<file path="src/pkg/bwc_pkg.sv">
package bwc_pkg;
  localparam int DATA_W = 32;
  localparam int ADDR_W = 8;
  localparam int SEL_W  = 4;
  localparam int MODE_W = 2;
  // default sizes of the channel datapath
  localparam int NUM_CH_DEF    = 8;
  localparam int PIX_W_DEF     = 12;
  localparam int OFS_W_DEF     = 12;
  localparam int GAIN_W_DEF    = 16;
  localparam int BL_TARGET_DEF = 64;
  // register offsets (byte addresses)
  localparam logic [ADDR_W-1:0] OFS_GAIN_BAL = 8'h00;
  localparam logic [ADDR_W-1:0] OFS_BL_SEL   = 8'h04;
  localparam logic [ADDR_W-1:0] OFS_BL_VAL   = 8'h08;
  localparam logic [ADDR_W-1:0] OFS_BL_AUTO  = 8'h0C;
  localparam logic [ADDR_W-1:0] OFS_BL_BAL   = 8'h10;
  localparam logic [ADDR_W-1:0] OFS_WC_SEL   = 8'h14;
  localparam logic [ADDR_W-1:0] OFS_WC_VAL   = 8'h18;
  localparam logic [ADDR_W-1:0] OFS_GAIN_SEL = 8'h1C;
  localparam logic [ADDR_W-1:0] OFS_GAIN_VAL = 8'h20;
  localparam logic [ADDR_W-1:0] OFS_STATUS   = 8'h24;
  // status register field positions
  localparam int ST_GBAL_ACT = 0;
  localparam int ST_BBAL_ACT = 1;
  localparam int ST_AUTO_ACT = 2;
  localparam int ST_GBAL_EQ  = 3;
  localparam int ST_BBAL_EQ  = 4;
  // automatic mode codes; 2'h3 is kept for device-defined modes
  typedef logic [MODE_W-1:0] auto_mode_t;
  localparam auto_mode_t MODE_OFF  = 2'h0;
  localparam auto_mode_t MODE_ONCE = 2'h1;
  localparam auto_mode_t MODE_CONT = 2'h2;
  // channel selector codes; taps follow from SEL_TAP1 upward
  localparam logic [SEL_W-1:0] SEL_ALL  = 4'h0;
  localparam logic [SEL_W-1:0] SEL_RED  = 4'h1;
  localparam logic [SEL_W-1:0] SEL_TAP1 = 4'h7;
  // reset values
  localparam logic [SEL_W-1:0] SEL_RST = 4'h0;
  localparam logic [DATA_W-1:0] BL_RST = 32'h0;
  localparam logic [DATA_W-1:0] WC_RST = 32'hFFFFFFFF;
  localparam logic [DATA_W-1:0] GAIN_RST = 32'h00000100;
  typedef struct packed {
    logic              wr;
    logic              rd;
    logic [ADDR_W-1:0] addr;
    logic [DATA_W-1:0] wdata;
  } reg_req_t;
endpackage

</file>
<file path="src/hw/auto_mode_ctrl.sv">
`timescale 1ns/1ps
module auto_mode_ctrl
  import bwc_pkg::*;
(
  input  wire logic        clk_i,
  input  wire logic        rst_i,
  input  wire logic        ce_i,
  input  wire logic        wr_i,
  input  wire auto_mode_t  wdata_i,
  input  wire logic        converged_i,
  output auto_mode_t       mode_o,
  output logic             active_o
);
  auto_mode_t mode_q;

  always_ff @(posedge clk_i) begin
    if (rst_i) begin
      mode_q <= MODE_OFF;
    end else if (ce_i) begin
      // once clears itself
      if (wr_i) begin
        mode_q <= wdata_i;
      end else if (mode_q == MODE_ONCE && converged_i) begin
        mode_q <= MODE_OFF;
      end
    end
  end

  // reserved codes are stored and read back but run nothing
  assign active_o = (mode_q == MODE_ONCE) || (mode_q == MODE_CONT);
  assign mode_o   = mode_q;

  property p_once_ends;
    @(posedge clk_i) disable iff (rst_i)
    (ce_i && !wr_i && mode_q == MODE_ONCE && converged_i)
      |=> (mode_q == MODE_OFF);
  endproperty
  a_once_ends: assert property (p_once_ends)
    else $error("once mode did not return to off");

  property p_cont_holds;
    @(posedge clk_i) disable iff (rst_i)
    (!wr_i && mode_q == MODE_CONT) |=> (mode_q == MODE_CONT);
  endproperty
  a_cont_holds: assert property (p_cont_holds)
    else $error("continuous mode left without a write");
endmodule

</file>
<file path="src/hw/video_channel_path.sv">
`timescale 1ns/1ps
module video_channel_path
  import bwc_pkg::*;
#(
  parameter int PIX_W = PIX_W_DEF
) (
  input  wire logic                    clk_i,
  input  wire logic                    rst_i,
  input  wire logic                    ce_i,
  input  wire logic                    valid_i,
  input  wire logic [PIX_W-1:0]        pix_i,
  input  wire logic signed [PIX_W+1:0] ofs_i,
  input  wire logic [PIX_W-1:0]        ceil_i,
  output logic [PIX_W-1:0]             pix_o
);
  logic signed [PIX_W+2:0] sum;

  assign sum = $signed({3'b000, pix_i}) + {ofs_i[PIX_W+1], ofs_i};

  // dc offset then saturation at the ceiling, never wrapping
  always_ff @(posedge clk_i) begin
    if (rst_i) begin
      pix_o <= '0;
    end else if (ce_i && valid_i) begin
      if (sum < 0) begin
        pix_o <= '0;
      end else if (sum > $signed({3'b000, ceil_i})) begin
        pix_o <= ceil_i;
      end else begin
        pix_o <= sum[PIX_W-1:0];
      end
    end
  end

  property p_clip;
    @(posedge clk_i) disable iff (rst_i)
    (ce_i && valid_i) |=> (pix_o <= $past(ceil_i));
  endproperty
  a_clip: assert property (p_clip)
    else $error("pixel above saturation ceiling");
endmodule

</file>
<file path="src/hw/black_level_white_clip_ctrl.sv">
// The plain strobed port and the register offsets were decided locally.
`timescale 1ns/1ps
// Contract
// gain tap balancing mode matches all channel gains when automatic.
// balancing off leaves each gain exactly as software wrote it.
// once mode balances gains, then sets its mode back to off.
// continuous mode keeps balancing gains until the mode changes.
// every auto mode supports off, once and continuous; extras allowed.
// black offset selector picks all, colour, luma/chroma or tap.
// the all black offset is its own common stage.
// selected black offset adds as dc offset to its channel.
// black offset auto mode exists per selected channel.
// auto off uses only the software black offset value.
// auto once adjusts black offset, then returns to off.
// auto continuous keeps adjusting the black offset.
// black balancing matches black offsets of all channels.
// black balancing off leaves offsets under software control.
// black balancing once matches, then returns to off.
// black balancing continuous keeps matching offsets.
// saturation selector picks all, colour, luma/chroma or tap.
// the all saturation ceiling is its own common stage.
// each channel saturates at its ceiling, never exceeding it.
// values under automatic adjustment read back as in use.
// auto modes are two-bit codes; spare codes device-defined.
module black_level_white_clip_ctrl
  import bwc_pkg::*;
#(
  parameter int NCH       = NUM_CH_DEF,
  parameter int PIX_W     = PIX_W_DEF,
  parameter int OFS_W     = OFS_W_DEF,
  parameter int GAIN_W    = GAIN_W_DEF,
  parameter int BL_TARGET = BL_TARGET_DEF
) (
  input  wire logic                      clk_i,
  input  wire logic                      rst_i,
  input  wire logic                      ce_i,
  input  wire reg_req_t                  req_i,
  output logic [DATA_W-1:0]              rdata_o,
  input  wire logic                      vid_valid_i,
  input  wire logic                      vid_dark_i,
  input  wire logic [NCH-1:0][PIX_W-1:0] vid_i,
  output logic                           vid_valid_o,
  output logic [NCH-1:0][PIX_W-1:0]      vid_o
);
  localparam int SW = PIX_W + 2;
  localparam logic signed [OFS_W-1:0] OMAX = {1'b0, {(OFS_W-1){1'b1}}};
  localparam logic signed [OFS_W-1:0] OMIN = {1'b1, {(OFS_W-1){1'b0}}};
  localparam logic signed [SW-1:0] TGT = SW'(BL_TARGET);

  // index 0 is the common all stage, 1..NCH the channels
  logic signed [OFS_W-1:0] bl_q   [0:NCH];
  logic [PIX_W-1:0]        wc_q   [0:NCH];
  logic [GAIN_W-1:0]       gain_q [0:NCH];
  logic [SEL_W-1:0]        bl_sel_q;
  logic [SEL_W-1:0]        wc_sel_q;
  logic [SEL_W-1:0]        gain_sel_q;
  logic signed [SW-1:0]    dsum   [0:NCH];
  auto_mode_t              bl_mode [0:NCH];
  logic [NCH:0]            bl_act;
  logic [NCH:0]            bl_conv;
  auto_mode_t              gbal_mode;
  auto_mode_t              bbal_mode;
  logic                    gbal_act;
  logic                    bbal_act;
  logic                    gbal_eq;
  logic                    bbal_eq;
  logic                    dark_smp;
  logic                    wr;
  logic                    w_gbal;
  logic                    w_bsel;
  logic                    w_bval;
  logic                    w_baut;
  logic                    w_bbal;
  logic                    w_wsel;
  logic                    w_wval;
  logic                    w_gsel;
  logic                    w_gval;
  logic [DATA_W-1:0]       rd_word;
  function automatic logic signed [SW-1:0] sx(
    input logic signed [OFS_W-1:0] v);
    sx = {{(SW-OFS_W){v[OFS_W-1]}}, v};
  endfunction
  function automatic logic sel_ok(input logic [SEL_W-1:0] s);
    sel_ok = (32'(s) <= NCH);
  endfunction
  assign wr       = req_i.wr && ce_i;
  assign dark_smp = vid_valid_i && vid_dark_i;
  always_comb begin
    w_gbal = 1'b0;
    w_bsel = 1'b0;
    w_bval = 1'b0;
    w_baut = 1'b0;
    w_bbal = 1'b0;
    w_wsel = 1'b0;
    w_wval = 1'b0;
    w_gsel = 1'b0;
    w_gval = 1'b0;
    if (!wr) begin
      w_gbal = 1'b0;
    end else if (req_i.addr == OFS_GAIN_BAL) begin
      w_gbal = 1'b1;
    end else if (req_i.addr == OFS_BL_SEL) begin
      w_bsel = 1'b1;
    end else if (req_i.addr == OFS_BL_VAL) begin
      w_bval = sel_ok(bl_sel_q);
    end else if (req_i.addr == OFS_BL_AUTO) begin
      w_baut = sel_ok(bl_sel_q);
    end else if (req_i.addr == OFS_BL_BAL) begin
      w_bbal = 1'b1;
    end else if (req_i.addr == OFS_WC_SEL) begin
      w_wsel = 1'b1;
    end else if (req_i.addr == OFS_WC_VAL) begin
      w_wval = sel_ok(wc_sel_q);
    end else if (req_i.addr == OFS_GAIN_SEL) begin
      w_gsel = 1'b1;
    end else if (req_i.addr == OFS_GAIN_VAL) begin
      w_gval = sel_ok(gain_sel_q);
    end
  end
  // selectors
  always_ff @(posedge clk_i) begin
    if (rst_i) begin
      bl_sel_q   <= SEL_RST;
      wc_sel_q   <= SEL_RST;
      gain_sel_q <= SEL_RST;
    end else begin
      if (w_bsel && sel_ok(req_i.wdata[SEL_W-1:0])) begin
        bl_sel_q <= req_i.wdata[SEL_W-1:0];
      end
      if (w_wsel && sel_ok(req_i.wdata[SEL_W-1:0])) begin
        wc_sel_q <= req_i.wdata[SEL_W-1:0];
      end
      if (w_gsel && sel_ok(req_i.wdata[SEL_W-1:0])) begin
        gain_sel_q <= req_i.wdata[SEL_W-1:0];
      end
    end
  end
  // black level seen on dark pixels, all stage plus channel stage
  always_comb begin
    for (int c = 1; c <= NCH; c++) begin
      dsum[c] = $signed({2'b00, vid_i[c-1]}) + sx(bl_q[0]) + sx(bl_q[c]);
    end
    dsum[0] = dsum[1];
  end
  // matched when every channel equals channel one
  always_comb begin
    gbal_eq = 1'b1;
    bbal_eq = 1'b1;
    for (int c = 2; c <= NCH; c++) begin
      if (gain_q[c] != gain_q[1]) begin
        gbal_eq = 1'b0;
      end
      if (bl_q[c] != bl_q[1]) begin
        bbal_eq = 1'b0;
      end
    end
  end
  // one mode field per automatic function
  auto_mode_ctrl u_gbal (
    .clk_i       (clk_i),
    .rst_i       (rst_i),
    .ce_i        (ce_i),
    .wr_i        (w_gbal),
    .wdata_i     (req_i.wdata[MODE_W-1:0]),
    .converged_i (gbal_eq),
    .mode_o      (gbal_mode),
    .active_o    (gbal_act)
  );
  auto_mode_ctrl u_bbal (
    .clk_i       (clk_i),
    .rst_i       (rst_i),
    .ce_i        (ce_i),
    .wr_i        (w_bbal),
    .wdata_i     (req_i.wdata[MODE_W-1:0]),
    .converged_i (bbal_eq),
    .mode_o      (bbal_mode),
    .active_o    (bbal_act)
  );
  // auto mode held per selectable channel, all stage included
  for (genvar g = 0; g <= NCH; g++) begin : g_auto
    assign bl_conv[g] = dark_smp && ((dsum[g] == TGT)
      || (dsum[g] < TGT && bl_q[g] == OMAX)
      || (dsum[g] > TGT && bl_q[g] == OMIN));
    auto_mode_ctrl u_auto (
      .clk_i       (clk_i),
      .rst_i       (rst_i),
      .ce_i        (ce_i),
      .wr_i        (w_baut && bl_sel_q == SEL_W'(g)),
      .wdata_i     (req_i.wdata[MODE_W-1:0]),
      .converged_i (bl_conv[g]),
      .mode_o      (bl_mode[g]),
      .active_o    (bl_act[g])
    );
  end
  // black offsets: software, auto step, then balancing
  always_ff @(posedge clk_i) begin
    if (rst_i) begin
      for (int c = 0; c <= NCH; c++) begin
        bl_q[c] <= BL_RST[OFS_W-1:0];
      end
    end else if (ce_i) begin
      for (int c = 0; c <= NCH; c++) begin
        // software value first
        if (w_bval && bl_sel_q == SEL_W'(c)) begin
          bl_q[c] <= req_i.wdata[OFS_W-1:0];
        // auto step toward the dark target
        end else if (bl_act[c] && dark_smp && !bl_conv[c]) begin
          bl_q[c] <= (dsum[c] < TGT) ? bl_q[c] + 1'b1 : bl_q[c] - 1'b1;
        // balancing step toward channel one
        end else if (bbal_act && c >= 2 && bl_q[c] != bl_q[1]) begin
          bl_q[c] <= (bl_q[c] < bl_q[1]) ? bl_q[c] + 1'b1
                                          : bl_q[c] - 1'b1;
        end
      end
    end
  end
  // gains move only on writes or while balancing
  always_ff @(posedge clk_i) begin
    if (rst_i) begin
      for (int c = 0; c <= NCH; c++) begin
        gain_q[c] <= GAIN_RST[GAIN_W-1:0];
      end
    end else if (ce_i) begin
      for (int c = 0; c <= NCH; c++) begin
        if (w_gval && gain_sel_q == SEL_W'(c)) begin
          gain_q[c] <= req_i.wdata[GAIN_W-1:0];
        // balancing step toward channel one
        end else if (gbal_act && c >= 2 && gain_q[c] != gain_q[1]) begin
          gain_q[c] <= (gain_q[c] < gain_q[1]) ? gain_q[c] + 1'b1
                                              : gain_q[c] - 1'b1;
        end
      end
    end
  end
  // ceilings, all stage held apart from the channels
  always_ff @(posedge clk_i) begin
    if (rst_i) begin
      for (int c = 0; c <= NCH; c++) begin
        wc_q[c] <= WC_RST[PIX_W-1:0];
      end
    end else if (w_wval) begin
      for (int c = 0; c <= NCH; c++) begin
        if (wc_sel_q == SEL_W'(c)) begin
          wc_q[c] <= req_i.wdata[PIX_W-1:0];
        end
      end
    end
  end
  // per-channel offset and clip
  for (genvar g = 1; g <= NCH; g++) begin : g_path
    video_channel_path #(
      .PIX_W (PIX_W)
    ) u_path (
      .clk_i   (clk_i),
      .rst_i   (rst_i),
      .ce_i    (ce_i),
      .valid_i (vid_valid_i),
      .pix_i   (vid_i[g-1]),
      .ofs_i   (sx(bl_q[0]) + sx(bl_q[g])),
      .ceil_i  ((wc_q[0] < wc_q[g]) ? wc_q[0] : wc_q[g]),
      .pix_o   (vid_o[g-1])
    );
  end
  always_ff @(posedge clk_i) begin
    if (rst_i) begin
      vid_valid_o <= 1'b0;
    end else if (ce_i) begin
      vid_valid_o <= vid_valid_i;
    end
  end
  // reads show live values, including auto adjustments
  always_comb begin
    rd_word = '0;
    if (req_i.addr == OFS_GAIN_BAL) begin
      rd_word = DATA_W'(gbal_mode);
    end else if (req_i.addr == OFS_BL_SEL) begin
      rd_word = DATA_W'(bl_sel_q);
    end else if (req_i.addr == OFS_BL_VAL) begin
      if (sel_ok(bl_sel_q)) begin
        rd_word = DATA_W'(sx(bl_q[bl_sel_q]));
        rd_word[DATA_W-1:SW] = {(DATA_W-SW){bl_q[bl_sel_q][OFS_W-1]}};
      end
    end else if (req_i.addr == OFS_BL_AUTO) begin
      if (sel_ok(bl_sel_q)) begin
        rd_word = DATA_W'(bl_mode[bl_sel_q]);
      end
    end else if (req_i.addr == OFS_BL_BAL) begin
      rd_word = DATA_W'(bbal_mode);
    end else if (req_i.addr == OFS_WC_SEL) begin
      rd_word = DATA_W'(wc_sel_q);
    end else if (req_i.addr == OFS_WC_VAL) begin
      if (sel_ok(wc_sel_q)) begin
        rd_word = DATA_W'(wc_q[wc_sel_q]);
      end
    end else if (req_i.addr == OFS_GAIN_SEL) begin
      rd_word = DATA_W'(gain_sel_q);
    end else if (req_i.addr == OFS_GAIN_VAL) begin
      if (sel_ok(gain_sel_q)) begin
        rd_word = DATA_W'(gain_q[gain_sel_q]);
      end
    end else if (req_i.addr == OFS_STATUS) begin
      rd_word[ST_GBAL_ACT] = gbal_act;
      rd_word[ST_BBAL_ACT] = bbal_act;
      rd_word[ST_AUTO_ACT] = |bl_act;
      rd_word[ST_GBAL_EQ]  = gbal_eq;
      rd_word[ST_BBAL_EQ]  = bbal_eq;
    end
  end
  // read data stands for one enabled cycle after the strobe, held while ce_i is low
  always_ff @(posedge clk_i) begin
    if (rst_i) begin
      rdata_o <= '0;
    end else if (ce_i) begin
      rdata_o <= req_i.rd ? rd_word : '0;
    end
  end
  property p_gain_off;
    @(posedge clk_i) disable iff (rst_i)
    (!gbal_act && !w_gval) |=> $stable(gain_q[2]);
  endproperty
  a_gain_off: assert property (p_gain_off)
    else $error("gain moved while balancing off");
  property p_gain_step;
    @(posedge clk_i) disable iff (rst_i)
    (ce_i && gbal_act && !w_gval && gain_q[2] < gain_q[1])
      |=> (gain_q[2] == $past(gain_q[2]) + 1'b1);
  endproperty
  a_gain_step: assert property (p_gain_step)
    else $error("gain balancing did not step up");
  property p_bl_sel;
    @(posedge clk_i) disable iff (rst_i)
    (w_bsel && req_i.wdata[SEL_W-1:0] == SEL_RED)
      |=> (bl_sel_q == SEL_RED);
  endproperty
  a_bl_sel: assert property (p_bl_sel)
    else $error("black selector not taken");
  property p_all_apart;
    @(posedge clk_i) disable iff (rst_i)
    (w_bval && bl_sel_q == SEL_ALL && !bl_act[1] && !bbal_act)
      |=> $stable(bl_q[1]);
  endproperty
  a_all_apart: assert property (p_all_apart)
    else $error("all stage write touched a channel");
  property p_auto_off;
    @(posedge clk_i) disable iff (rst_i)
    (bl_mode[1] == MODE_OFF && !bbal_act && !w_bval) |=> $stable(bl_q[1]);
  endproperty
  a_auto_off: assert property (p_auto_off)
    else $error("black offset moved with auto off");
  property p_bbal_step;
    @(posedge clk_i) disable iff (rst_i)
    (ce_i && bbal_act && !bl_act[2] && !w_bval && bl_q[2] > bl_q[1])
      |=> (bl_q[2] == $past(bl_q[2]) - 1'b1);
  endproperty
  a_bbal_step: assert property (p_bbal_step)
    else $error("black balancing did not step down");
  property p_rd_data;
    @(posedge clk_i) disable iff (rst_i)
    (ce_i && req_i.rd) |=> (rdata_o == $past(rd_word));
  endproperty
  a_rd_data: assert property (p_rd_data)
    else $error("read data not the live value");
  property p_rd_only_once;
    @(posedge clk_i) disable iff (rst_i)
    (ce_i && !req_i.rd) |=> (rdata_o == '0);
  endproperty
  a_rd_only_once: assert property (p_rd_only_once)
    else $error("read data held past its cycle");
endmodule

</file>
<file path="config.mk">
export PLATFORM = sky130hd
export DESIGN_NAME = black_level_white_clip_ctrl
export DESIGN_NICKNAME = d
export VERILOG_FILES = /design/src/pkg/bwc_pkg.sv /design/src/hw/auto_mode_ctrl.sv /design/src/hw/video_channel_path.sv /design/src/hw/black_level_white_clip_ctrl.sv
export SDC_FILE = /design/constraint.sdc
export NUM_CORES = 2
export LEC_CHECK = 0
export BUFFER_PORTS_ARGS = -buffer_cell sky130_fd_sc_hd__buf_2
export CORE_MARGIN = 8
export CORE_UTILIZATION = 50
export CTS_BUF_LIST = sky130_fd_sc_hd__clkbuf_4 sky130_fd_sc_hd__clkbuf_8
export DETAILED_ROUTE_END_ITERATION = 7
export PLACE_DENSITY_LB_ADDON = 0.3
export SLEW_MARGIN = 10
export SYNTH_ARGS = -nofsm -noshare
export SYNTH_HDL_FRONTEND = slang
export SYNTH_HIERARCHICAL = 1
export SYNTH_SLANG_ARGS = --single-unit
</file>
<file path="constraint.sdc">
create_clock -name clk_i -period 8.6 [get_ports clk_i]
set_input_delay 0.43 -clock clk_i [delete_from_list [all_inputs] [get_ports clk_i]]
set_output_delay 0.43 -clock clk_i [all_outputs]
set_load 0.05 [all_outputs]
</file>
==> results.json <==
{
  "power.switching_uw": 3850,
  "endpoint_kind": "flip-flop",
  "synth-main-ff-cell": "edfxtp_1",
  "required_ns": 9.16,
  "yosys_warnings": 6,
  "postLayoutCoreUtil": 0.547,
  "gr-usage-all-layers": 0.302,
  "slew_headroom": 0.162,
  "outcome": "finished, final reports clean",
  "root_buffer": "clkbuf_8",
  "firstDrtPassIters": 7,
  "io_buffers": 255,
  "initial_core_util": 0.503,
  "worst-r2r-setup-slack_ns": 1.42,
  "clkTransAtPathRegs_ns": 0.06,
  "cts_tree": "done",
  "dieHeight_um": 363,
  "timing.setup.tns_ns": 0,
  "grt_pass1_wl_um": 309000,
  "timing.rr.start": "bl_q[0][0]$_SDFFCE_PP0P_",
  "critical_path_class": "reg2reg",
  "worst_hold_path.endpoint": "g_path[5].u_path/pix_o[0]$_SDFFE_PP0P_",
  "layout-area-overhead-vs-synth_pct": 8.75,
  "route.met3.wl_um": 17500,
  "die_x_um": 363,
  "cts_resized": 0,
  "core_area_um2": 120000,
  "cpPeakStageDelay_ns": 0.68,
  "antenna_found_initial": 7,
  "drive_gt1_frac": 0.122,
  "design.portCount": 272,
  "worst_slew_pin_slew_ns": 1.26,
  "core.rowCount": 127,
  "clkLatencyLatePin_ns": 0.83,
  "rsz0062_at_grt": "no",
  "gr-total-overflow": 0,
  "p_clk_frac": 0.304,
  "htreeDepth": 3,
  "synth_area_leaders": "edfxtp_1 (18%), ha_1 (17%), dfxtp_1 (5.3%)",
  "antenna_left": 0,
  "peakVddDrop_mv": 0.136,
  "grt_max_degree": 54,
  "p_per_area_nw_per_um2": 154,
  "p_leak_uw": 0.0291,
  "clk_path_buf_depth": 3,
  "synthesis.area_um2": 60300,
  "syn_nets": 7811,
  "synth_top_family_by_area": "adder cells",
  "post_cts_buffers": 0,
  "synth_seq_cells": 520,
  "slew_viol_final": 0,
  "fin_nets": 8002,
  "dieArea_um2": 132000,
  "ff2ff_path_depth": 27,
  "cts.sinks": 520,
  "drv_cap": 0,
  "seqPwrFrac": 0.294,
  "setup_ws_ns": 1.42,
  "switching_share": 0.381,
  "period_share": 0.835,
  "synth_seq_area_share": 0.232,
  "syn_inst": 6712,
  "yosys.area.top_type": "edfxtp_1",
  "cp-start-kind": "flip-flop",
  "synth_common_cells": "ha_1 (819), inv_1 (525), nand2_1 (473)",
  "route.met2.wl_um": 92900,
  "syn_area_per_cell_um2": 8.99,
  "crit_slowest_cell": "a2111oi_0",
  "arrival_ns": 7.74,
  "synth_cell_types": 107,
  "vias": 53700,
  "grt_pass1_vias": 51100,
  "synth_edf_count": 360,
  "worstPathMaxFanout": 22,
  "synth_compound_area_frac": 0.197,
  "timing.fmax_mhz": 139,
  "placed_area_um2": 63100,
  "dp.final_hpwl_um": 160000,
  "drtIter0Drc": 5078,
  "synthMuxAreaShare": 0.101,
  "hold_viol": 0,
  "finClkSkew_ns": 0.0384,
  "p_int_uw": 6240,
  "fin_area_um2": 65600,
  "setup_viol": 0,
  "synth_fa_ha_area_frac": 0.215,
  "wire_per_inst_um": 24.1,
  "drc_errors": 0,
  "m1WireLength_um": 82500,
  "synthSimpleGateAreaFrac": 0.144,
  "finalCriticalPeriod_ns": 7.18,
  "cts_inserted_buffers": 101,
  "hold_class": "in2reg",
  "dr.max_layer_used": "met5",
  "synth_xor_area_frac": 0.0588,
  "synthArstFlopShare": 0,
  "yosysMostFrequentCell": "ha_1",
  "yosysTopAreaCellShare": 0.179,
  "post-place-ws_ns": 1.58,
  "via_per_inst": 6.24,
  "timing.rr.end": "bl_q[0][11]$_SDFFCE_PP0P_",
  "hold_depth": 4,
  "pwr-share-comb": 0.401,
  "gp_congestion": 0.988,
  "wl_um": 208000,
  "worstHoldStart": "vid_i[48]"
}
==> critical path, delay by kind of cell (launching register included) <==
family / cells / cell delay, ns
AND/OR/NAND/NOR: 4 / 0.65
multiplexers: 1 / 0.12
AO/OA/AOI/OAI: 13 / 3.18
adder cells (fa/ha/maj): 4 / 1.06
XOR/XNOR: 1 / 0.10
buffers and inverters: 4 / 1.42
flip-flops: 1 / 0.38
==> power by group through the flow <==
stage | combinational, uW | sequential (uW) | clock (uW)
after global placement | 3880 | 3010 | 0
after floorplan | 2920 | 3100 | 0
final | 4050 | 2970 | 3070
after global routing | 4450 | 2980 | 3200
after detailed placement | 3970 | 3020 | 0
after CTS | 4000 | 2970 | 3090
==> cell families after synthesis <==
kind of cell / count (synthesis)
buffers and inverters: 778
flip-flops: 520
multiplexers: 488
XOR/XNOR: 403
adder cells (fa/ha/maj): 956
AO/OA/AOI/OAI: 1800
AND/OR/NAND/NOR: 1767
==> per-stage QoR <==
step | cells | hold slack [ns] | total power [uW]
after CTS | 8602 | 0.123 | 10100
final | 8611 | 0.165 | 10100
after floorplan | 6712 | 0.491 | 6020
after global placement | 8411 | 0.434 | 6890
after global routing | 8608 | 0.166 | 10600
after detailed placement | 8411 | 0.437 | 6990
==> how the worst max path moves through the flow <==
stage	to	slack, ns	from
3_5_place_dp	bl_q[0][11]$_SDFFCE_PP0P_	1.58	bl_q[0][0]$_SDFFCE_PP0P_
5_1_grt	bl_q[0][11]$_SDFFCE_PP0P_	0.86	bl_q[0][0]$_SDFFCE_PP0P_
3_3_place_gp	bl_q[0][11]$_SDFFCE_PP0P_	1.73	bl_q[0][0]$_SDFFCE_PP0P_
2_1_floorplan	bl_q[0][11]$_SDFFCE_PP0P_	2.46	bl_q[0][1]$_SDFFCE_PP0P_
4_1_cts	bl_q[0][11]$_SDFFCE_PP0P_	1.53	bl_q[0][0]$_SDFFCE_PP0P_
6_report	bl_q[0][11]$_SDFFCE_PP0P_	1.42	bl_q[0][0]$_SDFFCE_PP0P_
==> routing by layer <==
layer  vias up  track usage
met2      2424        0.483
li1      25100            -
met3       626       0.0540
met5         -            0
met1     25600        0.382
met4         4        0.177
==> repair_timing <==
item,4_1_cts,5_1_grt
hold buffers,1,0
endpoints found under the setup margin,0,0
hold endpoints to repair,1,0
==> layout make-up <==
type | instances | area (um^2)
clock inverter | 51 | 659
multi-input combinational | 5414 | 43200
tap | 1612 | 2020
inverter | 526 | 1970
antenna | 9 | 22.5
sequential | 520 | 14000
fill | 10900 | 54200
timing repair buffer | 340 | 1940
clock buffer | 139 | 1760
==> cells in the final DEF, fill, tap and decap left out, drive strengths merged, types with 78 or more instances in the layout <==
| master | Yosys | layout |
|---|---|---|
| dfxtp | 160 | 160 |
| xor2 | 147 | 147 |
| nand4 | 78 | 78 |
| buf | 57 | 339 |
| nand3 | 134 | 134 |
| ha | 819 | 819 |
| inv | 525 | 527 |
| nor2 | 471 | 471 |
| o21ai | 459 | 459 |
| edfxtp | 360 | 360 |
| a21oi | 475 | 475 |
| nand2 | 473 | 473 |
| xnor2 | 255 | 255 |
| o21bai | 78 | 78 |
| a211oi | 92 | 92 |
| nand2b | 92 | 92 |
| nor3 | 139 | 139 |
| mux2i | 279 | 279 |
| mux4 | 84 | 84 |
| clkbuf | 195 | 139 |
| fa | 137 | 137 |
| a21o | 233 | 233 |
| mux2 | 125 | 125 |
==> state kept, by name, summed over array words and instances, names as in the netlist, 17 cells and up, named ones only <==
register,cells
g_path.u_path/pix_o,96
rdata_o,17
g_auto.u_auto/mode_o,18
wc_q,108
gain_q,144
bl_q,108
Note: power is estimated with default switching activity, not from simulation.
